--- src/design/rssx_pkg.sv ---
// shared constants for the rotate/set/sleep/subtract execute block
package rssx_pkg;
   // register byte offsets
   localparam logic [4:0] OFS_CTRL   = 5'h00;
   localparam logic [4:0] OFS_WORK   = 5'h04;
   localparam logic [4:0] OFS_STATUS = 5'h08;
   localparam logic [4:0] OFS_BANK   = 5'h0c;
   localparam logic [4:0] OFS_INDEX  = 5'h10;
   // status and control bit positions
   localparam int BIT_C  = 0;
   localparam int BIT_DC = 1;
   localparam int BIT_Z  = 2;
   localparam int BIT_OV = 3;
   localparam int BIT_N  = 4;
   localparam int BIT_TO = 5;
   localparam int BIT_PD = 6;
   localparam int BIT_SL = 7;
   localparam int BIT_EXT = 0;
   // opcode patterns
   localparam logic [5:0]  OPC_ROTATE = 6'h10;
   localparam logic [6:0]  OPC_SETALL = 7'h34;
   localparam logic [5:0]  OPC_SUBWB  = 6'h15;
   localparam logic [15:0] OPC_HALT   = 16'h0003;
   // addressing
   localparam logic [7:0]  INDEX_LIMIT = 8'h5f;
   localparam logic [7:0]  ACC_SPLIT   = 8'h60;
   localparam logic [3:0]  ACC_HI_BANK = 4'hf;
   localparam logic [3:0]  ACC_LO_BANK = 4'h0;
   localparam logic [7:0]  ALL_ONES    = 8'hff;
   localparam logic [4:0]  FLAGS_RST   = 5'h00;
   typedef enum logic [1:0] {
      RSSX_Q1 = 2'b00,
      RSSX_Q2 = 2'b01,
      RSSX_Q3 = 2'b11,
      RSSX_Q4 = 2'b10
   } rssx_phase_t;
   typedef enum logic [2:0] {
      RSSX_OP_NONE = 3'h0,
      RSSX_OP_ROT  = 3'h1,
      RSSX_OP_SET  = 3'h2,
      RSSX_OP_SUB  = 3'h3,
      RSSX_OP_HALT = 3'h4
   } rssx_op_t;
endpackage : rssx_pkg

--- src/design/rssx_alu.sv ---
// result and flag computation for rotate, set and subtract; halt passes the operand through
`timescale 1ns/1ps
`default_nettype none
module rssx_alu
   import rssx_pkg::*;
(
   input  wire rssx_pkg::rssx_op_t op,
   input  wire logic [7:0]         work,
   input  wire logic [7:0]         opnd,
   input  wire logic [4:0]         flags_in,
   output logic      [7:0]         result,
   output logic      [4:0]         flags_out
);
   logic [8:0] diff;
   logic [4:0] lo;
   always_comb begin
      diff      = {1'b0, work} - {1'b0, opnd} - {8'h00, ~flags_in[BIT_C]};
      lo        = {1'b0, work[3:0]} - {1'b0, opnd[3:0]}
                  - {4'h0, ~flags_in[BIT_C]};
      result    = opnd;
      flags_out = flags_in;
      case (op)
         RSSX_OP_ROT: begin
            result           = {opnd[0], opnd[7:1]};
            flags_out[BIT_N] = result[7];
            flags_out[BIT_Z] = (result == 8'h00);
         end
         RSSX_OP_SET: begin
            result = ALL_ONES;
         end
         RSSX_OP_SUB: begin
            result            = diff[7:0];
            flags_out[BIT_N]  = result[7];
            flags_out[BIT_Z]  = (result == 8'h00);
            flags_out[BIT_C]  = ~diff[8];
            flags_out[BIT_DC] = ~lo[4];
            flags_out[BIT_OV] = (work[7] ^ opnd[7]) & (work[7] ^ result[7]);
         end
         default: begin
            result = opnd;
         end
      endcase
   end
endmodule : rssx_alu
`default_nettype wire

--- src/design/rssx_exec.sv ---
// decode and four-phase execution of rotate, set, halt and subtract
// Summary of operation
// - rotate right moves bit zero into bit seven; only N and Z change
// - destination bit 0 writes work register, 1 writes the file register
// - access bit 0 uses access bank, 1 uses bank select register
// - access 0, extended set on, address up to 5Fh gives indexed mode
// - set instruction writes FFh, flags untouched, bank as usual
// - word 0003h halts the core with oscillator stopped from the edge that ends phase four
// - halt clears the watchdog counter and its postscaler
// - halt sets timeout flag, clears powerdown; watchdog wake clears timeout
//
// The Avalon-MM interface to the registers and the register addresses were decided locally.
`timescale 1ns/1ps
`default_nettype none
module rssx_exec
   import rssx_pkg::*;
(
   input  wire logic        clk_sys,
   input  wire logic        rstn,
   // avalon-mm slave
   input  wire logic [4:0]  avs_address,
   input  wire logic        avs_read,
   input  wire logic        avs_write,
   input  wire logic [31:0] avs_writedata,
   output logic      [31:0] avs_readdata,
   output logic             avs_waitrequest,
   // instruction from fetch
   input  wire logic [15:0] instr_word,
   input  wire logic        instr_valid,
   output logic             instr_ready,
   // banked data memory
   output logic      [11:0] mem_addr,
   input  wire logic [7:0]  mem_rdata,
   output logic      [7:0]  mem_wdata,
   output logic             mem_we,
   // power management
   input  wire logic        wake_pin,
   input  wire logic        wake_watchdog_pin,
   output logic             osc_stop,
   output logic             watchdog_clear
);
   import rssx_pkg::*;

   ////////////////////////////////////////////////////////////////////////
   // state
   rssx_phase_t phase_r, phase_nxt;
   rssx_op_t    op_r, op_nxt;
   logic        dest_r, dest_nxt;
   logic [11:0] addr_r, addr_nxt;
   logic [7:0]  opnd_r, opnd_nxt;
   logic [7:0]  res_r, res_nxt;
   logic [4:0]  fres_r, fres_nxt;
   logic [7:0]  work_r, work_nxt;
   logic [4:0]  flags_r, flags_nxt;
   logic        to_r, to_nxt;
   logic        pd_r, pd_nxt;
   logic        asleep_r, asleep_nxt;
   logic        ext_r, ext_nxt;
   logic [3:0]  bank_r, bank_nxt;
   logic [11:0] index_r, index_nxt;
   logic        we_r, we_nxt;
   logic        wclr_r, wclr_nxt;
   logic        ack_r, ack_nxt;
   logic [31:0] rdata_r, rdata_nxt;
   logic [1:0]  wake_s_r, wake_wd_s_r;
   logic [7:0]  alu_res;
   logic [4:0]  alu_flags;
   logic        bus_wr;
   rssx_op_t    dec_op;
   logic [7:0]  dec_f;
   logic        dec_a;

   ////////////////////////////////////////////////////////////////////////
   // wake input synchronisers
   always_ff @(posedge clk_sys or negedge rstn) begin
      if (!rstn) begin
         wake_s_r    <= 2'b00;
         wake_wd_s_r <= 2'b00;
      end else begin
         wake_s_r    <= {wake_s_r[0], wake_pin};
         wake_wd_s_r <= {wake_wd_s_r[0], wake_watchdog_pin};
      end
   end

   ////////////////////////////////////////////////////////////////////////
   // decode
   always_comb begin
      dec_f  = instr_word[7:0];
      dec_a  = instr_word[8];
      dec_op = RSSX_OP_NONE;
      if (instr_word[15:10] == OPC_ROTATE) begin
         dec_op = RSSX_OP_ROT;
      end else if (instr_word[15:9] == OPC_SETALL) begin
         dec_op = RSSX_OP_SET;
      end else if (instr_word[15:10] == OPC_SUBWB) begin
         dec_op = RSSX_OP_SUB;
      end else if (instr_word == OPC_HALT) begin
         dec_op = RSSX_OP_HALT;
      end
   end

   rssx_alu u_alu (
      .op        (op_r),
      .work      (work_r),
      .opnd      (opnd_r),
      .flags_in  (flags_r),
      .result    (alu_res),
      .flags_out (alu_flags)
   );

   // register writes land at the edge that ends the cycle after the wait
   assign bus_wr = avs_write & ack_r;

   ////////////////////////////////////////////////////////////////////////
   // next state
   always_comb begin
      phase_nxt  = phase_r;
      op_nxt     = op_r;
      dest_nxt   = dest_r;
      addr_nxt   = addr_r;
      opnd_nxt   = opnd_r;
      res_nxt    = res_r;
      fres_nxt   = fres_r;
      work_nxt   = work_r;
      flags_nxt  = flags_r;
      to_nxt     = to_r;
      pd_nxt     = pd_r;
      asleep_nxt = asleep_r;
      ext_nxt    = ext_r;
      bank_nxt   = bank_r;
      index_nxt  = index_r;
      we_nxt     = 1'b0;
      wclr_nxt   = 1'b0;
      // software register writes, lower priority than execution
      if (bus_wr) begin
         case (avs_address)
            OFS_CTRL:   ext_nxt   = avs_writedata[BIT_EXT];
            OFS_WORK:   work_nxt  = avs_writedata[7:0];
            OFS_STATUS: flags_nxt = avs_writedata[4:0];
            OFS_BANK:   bank_nxt  = avs_writedata[3:0];
            OFS_INDEX:  index_nxt = avs_writedata[11:0];
            default:    ext_nxt   = ext_r;
         endcase
      end
      case (phase_r)
         RSSX_Q1: begin
            if (instr_valid && !asleep_r) begin
               op_nxt    = dec_op;
               // set instruction always targets the file register
               dest_nxt  = (dec_op == RSSX_OP_SET) ? 1'b1 : instr_word[9];
               phase_nxt = RSSX_Q2;
               if (!dec_a && ext_r && dec_f <= INDEX_LIMIT) begin
                  addr_nxt = 12'(index_r + {4'h0, dec_f});
               end else if (!dec_a) begin
                  addr_nxt = {(dec_f < ACC_SPLIT) ? ACC_LO_BANK
                                                  : ACC_HI_BANK, dec_f};
               end else begin
                  addr_nxt = {bank_r, dec_f};
               end
            end
         end
         RSSX_Q2: begin
            opnd_nxt  = mem_rdata;
            phase_nxt = RSSX_Q3;
         end
         RSSX_Q3: begin
            res_nxt   = alu_res;
            fres_nxt  = alu_flags;
            phase_nxt = RSSX_Q4;
         end
         RSSX_Q4: begin
            phase_nxt = RSSX_Q1;
            if (op_r == RSSX_OP_HALT) begin
               asleep_nxt = 1'b1;
               wclr_nxt   = 1'b1;
               to_nxt     = 1'b1;
               pd_nxt     = 1'b0;
            end else if (op_r != RSSX_OP_NONE) begin
               flags_nxt = fres_r;
               if (dest_r) begin
                  we_nxt = 1'b1;
               end else begin
                  work_nxt = res_r;
               end
            end
         end
         default: phase_nxt = RSSX_Q1;
      endcase
      if (asleep_r && (wake_s_r[1] || wake_wd_s_r[1])) begin
         asleep_nxt = 1'b0;
         if (wake_wd_s_r[1]) begin
            to_nxt = 1'b0;
         end
      end
   end

   always_ff @(posedge clk_sys or negedge rstn) begin
      if (!rstn) begin
         phase_r  <= RSSX_Q1;
         op_r     <= RSSX_OP_NONE;
         dest_r   <= 1'b0;
         addr_r   <= 12'h000;
         opnd_r   <= 8'h00;
         res_r    <= 8'h00;
         fres_r   <= FLAGS_RST;
         work_r   <= 8'h00;
         flags_r  <= FLAGS_RST;
         to_r     <= 1'b1;
         pd_r     <= 1'b1;
         asleep_r <= 1'b0;
         ext_r    <= 1'b0;
         bank_r   <= 4'h0;
         index_r  <= 12'h000;
         we_r     <= 1'b0;
         wclr_r   <= 1'b0;
      end else begin
         phase_r  <= phase_nxt;
         op_r     <= op_nxt;
         dest_r   <= dest_nxt;
         addr_r   <= addr_nxt;
         opnd_r   <= opnd_nxt;
         res_r    <= res_nxt;
         fres_r   <= fres_nxt;
         work_r   <= work_nxt;
         flags_r  <= flags_nxt;
         to_r     <= to_nxt;
         pd_r     <= pd_nxt;
         asleep_r <= asleep_nxt;
         ext_r    <= ext_nxt;
         bank_r   <= bank_nxt;
         index_r  <= index_nxt;
         we_r     <= we_nxt;
         wclr_r   <= wclr_nxt;
      end
   end

   ////////////////////////////////////////////////////////////////////////
   // avalon slave: one wait cycle, then answer
   always_comb begin
      ack_nxt   = (avs_read | avs_write) & ~ack_r;
      rdata_nxt = 32'h0000_0000;
      if (avs_read) begin
         case (avs_address)
            OFS_CTRL:   rdata_nxt = {31'h0, ext_r};
            OFS_WORK:   rdata_nxt = {24'h0, work_r};
            OFS_STATUS: rdata_nxt = {24'h0, asleep_r, pd_r, to_r, flags_r};
            OFS_BANK:   rdata_nxt = {28'h0, bank_r};
            OFS_INDEX:  rdata_nxt = {20'h0, index_r};
            default:    rdata_nxt = 32'h0000_0000;
         endcase
      end
   end

   always_ff @(posedge clk_sys or negedge rstn) begin
      if (!rstn) begin
         ack_r   <= 1'b0;
         rdata_r <= 32'h0000_0000;
      end else begin
         ack_r   <= ack_nxt;
         rdata_r <= rdata_nxt;
      end
   end

   assign avs_waitrequest = (avs_read | avs_write) & ~ack_r;
   assign avs_readdata    = rdata_r;
   assign instr_ready     = (phase_r == RSSX_Q1) & ~asleep_r;
   assign mem_addr        = addr_r;
   assign mem_wdata       = res_r;
   assign mem_we          = we_r;
   assign osc_stop        = asleep_r;
   assign watchdog_clear  = wclr_r;
endmodule : rssx_exec
`default_nettype wire

--- config.mk ---
export PLATFORM = sky130hd
export DESIGN_NAME = rssx_exec
export DESIGN_NICKNAME = d
export VERILOG_FILES = /design/src/design/rssx_pkg.sv /design/src/design/rssx_alu.sv /design/src/design/rssx_exec.sv
export SDC_FILE = /design/constraint.sdc
export NUM_CORES = 1
export LEC_CHECK = 0
export BUFFER_PORTS_ARGS = -buffer_cell sky130_fd_sc_hd__buf_2
export CAP_MARGIN = 0
export CORE_MARGIN = 1
export CORE_UTILIZATION = 58
export CTS_CLUSTER_DIAMETER = 120
export CTS_CLUSTER_SIZE = 25
export DETAILED_ROUTE_END_ITERATION = 16
export PLACE_DENSITY = 0.86
export SYNTH_ARGS = -nofsm -noshare
export SYNTH_HDL_FRONTEND = slang
export SYNTH_SLANG_ARGS = --single-unit
--- constraint.sdc ---
create_clock -name clk_sys -period 8.3 [get_ports clk_sys]
set_input_delay 1.66 -clock clk_sys [delete_from_list [all_inputs] [get_ports clk_sys]]
set_output_delay 1.66 -clock clk_sys [all_outputs]
set_load 0.01 [all_outputs]
==> impl_metrics.csv <==
group,metric,value,unit
timing,fin_crit_sh,0.454,
timing,hold_violations,0,
layout,regArea,2280,sq um
logic_synthesis,synth_seq_cells,91,
logic_synthesis,synth.most_common_cell,"dfrtp_1",
logic_synthesis,synth_cell_types,54,
floorplanning,start_util,0.612,
place,io_buffers,84,
hold_path,hold_depth,0,
setup_path,crit_path_cell_trace,"buf_2 -> nor2_1 -> nor2_1 -> buf_2",
setup_path,cp.arrival,2.11,ns
routing,drtIter0Drc,313,
setup_path,reg2reg_depth,11,
routing,drcViolationCount,0,
power,vdd_drop_max,296,uV
timing,slew_viol_final,0,
logic_synthesis,ys_top_cells_by_area,"dfrtp_1 43%, mux2_2 5.9%, ha_1 5.4%",
grt,grt_max_degree,54,
routing,antenna_left,0,
routing,routed_wl,11.8,mm
floorplanning,rows,33,
grt,grt_overflow,0,
setup_path,cpMaxStageDelayCell,"buf_2",
timing,max_slew_margin,0.422,
logic_synthesis,synth_top_family_by_area,"simple AND/OR/NAND/NOR gates",
clock_network,post-cts-setup-buffer-count,0,
setup_path,cp_slowest_stage_delay,0.15,ns
clock_network,cts.repair.resized,0,
clock_network,clock_sinks,91,
logic_synthesis,synth_edf_count,0,
setup_path,crit_type,"primary input to output port",
job,cap_violations,0,
timing,rsz0062_at_grt,"no",
power,power.internal,1.12,mW
floorplanning,dieWidth,96.0,microns
power,p_per_area,340,nW/um^2
logic_synthesis,synth_fa_ha_area_frac,0.0654,
logic_synthesis,synth_top_cell_by_area,"dfrtp_1",
layout,final_nets,700,
power,p_clk_frac,0.164,
layout,fin_area,5730,sq um
logic_synthesis,synth-xor-area-share,0.0273,
logic_synthesis,ys_seq_area_frac,0.445,
layout,n_fill_cell,663,
logic_synthesis,syn_area,5130,sq um
logic_synthesis,synth_compound_area_frac,0.146,
place,place_area,5520,sq um
timing,max_freq,265,MHz
logic_synthesis,synthCells,531,
routing,first_pass_iters,5,
logic_synthesis,synth_warnings,0,
logic_synthesis,async_reset_ff_frac,1.00,
routing,routed_via_density,5.86,
status,status,"finished clean",
setup_path,worst_setup_path_start_kind,"primary input",
clock_network,cts_tree,"built",
layout,multi_input_area,2550,sq um
power,seqPwrFrac,0.367,
place,hpwl,8.98,mm
floorplanning,io_pins,125,
clock_network,insertion_delay,0.38,ns
power,leakage,2.76,nW
clock_network,clk_pin_slew_worst_paths,0.09,ns
clock_network,max-clock-path-buffers,2,
power,p_comb_frac,0.469,
timing,fin_crit,3.77,ns
floorplanning,die-area,9220,sq um
layout,drive_gt1_frac,0.230,
floorplanning,chipHeight,96.0,microns
layout,diodes,0,
setup_path,required,6.64,ns
logic_synthesis,ys_top_cells_by_count,"89 x dfrtp_1, 47 x nand2_1, 47 x nor2_1",
routing,via_count,4201,
routing,wire_per_inst,16.4,microns
layout,synthToLayoutAreaGrowth,11.8,%
clock_network,root_buffer,"clkbuf_8",
clock_network,cts_buffers,9,
grt,track_usage,0.273,
timing,clock_skew,0.0187,ns
grt,grt_pass1_wl,19.0,mm
setup_path,worst-path-max-fanout,6,
hold_path,hold_class,"flip-flop to flip-flop",
grt,first_global_vias,4055,
grt,antenna_found_initial,0,
place,globalplace.congestion,0.954,
floorplanning,fp.coreArea,8380,sq um
timing,setup-violations-final,0,
logic_synthesis,synth_mux_area_frac,0.0886,
power,power.switching,0.830,mW
logic_synthesis,yosys.area_share.simple,0.155,
clock_network,ctsHoldBuffers,0,
clock_network,htree_levels,3,
timing,fin_tns_setup,0,ns
timing,tightestPinTransition,0.863,ns
logic_synthesis,ys.flop_type,"dfrtp_1",
power,sw_frac_of_total,0.426,
setup_path,critPathCaptureType,"output port",
logic_synthesis,synth_top_area_frac,0.434,
logic_synthesis,syn_avg_cell_area,9.65,sq um
==> through the flow <==
stage          worst slack [ns]  utilization  std cells  power, mW  hold WS [ns]
2_1_floorplan              4.77            -        550       1.37         0.331
3_3_place_gp               4.55        0.659        701       1.58         0.333
3_5_place_dp               4.53        0.659        701       1.63         0.348
4_1_cts                    4.54        0.684        717       1.95         0.370
5_1_grt                    4.48        0.684        717       2.11         0.381
6_report                   4.53        0.684        717       1.95         0.365
==> critical path: cells and delay by family <==
kind,cells,cell delay (ns)
buf+inv,2,0.29
simple gates,2,0.17
==> sequential cells by signal, summed over array words and instances (netlist names), 2 cells and up <==
name / flops
avs_readdata: 12
bank_r: 4
flags_r: 5
fres_r: 5
index_r: 12
mem_addr: 12
mem_wdata: 8
op_r: 3
opnd_r: 8
phase_r: 2
wake_s_r: 2
wake_wd_s_r: 2
work_r: 8
==> path summary, 6_finish.rpt <==
kind | startpoint | to | slack (ns)
min in group asynchronous | rstn | mem_addr[1] | 1.24
worst max-delay path | avs_write | avs_waitrequest | 4.53
worst min register to register | wake_s_r[0] | wake_s_r[1] | 0.37
worst min-delay path | wake_s_r[0] | wake_s_r[1] | 0.37
max in group asynchronous | rstn | mem_wdata[0] | 6.03
worst max register to register | opnd_r[0] | fres_r[2] | 4.99
==> routing by layer <==
metal / vias to the layer above / GRT usage / wire length [microns]
met5: - / 0 / 0
met4: 0 / 0.123 / 318
met3: 26 / 0.0419 / 681
met2: 165 / 0.475 / 5860
met1: 2028 / 0.335 / 4920
li1: 1982 / - / -
==> power by group through the flow <==
stage	clock (mW)	sequential (mW)	combinational (mW)
6_report	0.320	0.715	0.912
5_1_grt	0.338	0.734	1.03
4_1_cts	0.320	0.713	0.912
3_5_place_dp	0	0.720	0.906
3_3_place_gp	0	0.712	0.868
2_1_floorplan	0	0.694	0.675
==> cells by family (layout without fill, tap and decap cells) <==
kind of cell,after synthesis,in the layout
xor+xnor,16,16
flops,91,91
buf+inv,74,136
compound gates,119,119
fa+ha+maj,25,25
simple gates,163,163
other cells,1,20
mux,42,42
==> cell usage in the layout, fill, tap and decap left out, types with 7 or more instances in the layout <==
master and count:
xnor2_1 8, a21o_1 7, inv_1 34, and3_1 10, nand3_1 14, ha_1 22, o21ai_0 38, nand2_1 47
dfrtp_1 89, a21oi_1 30, a31oi_1 8, nor2b_1 11, o22ai_1 7, buf_2 83, a222oi_1 8, conb_1 20
clkbuf_8 9, nor2_1 47, nor3_1 10, mux2i_1 15, xor2_1 8, mux2_2 27
==> final cells by class <==
cell class / instances / share of cell area
Sequential cell: 91 / 0.398
Multi-Input combinational cell: 385 / 0.444
Timing Repair Buffer: 86 / 0.0764
Tap cell: 105 / 0.0229
Clock buffer: 9 / 0.0216
Clock inverter: 7 / 0.0148
Inverter: 34 / 0.0223
(Power assumes the default switching activity.)
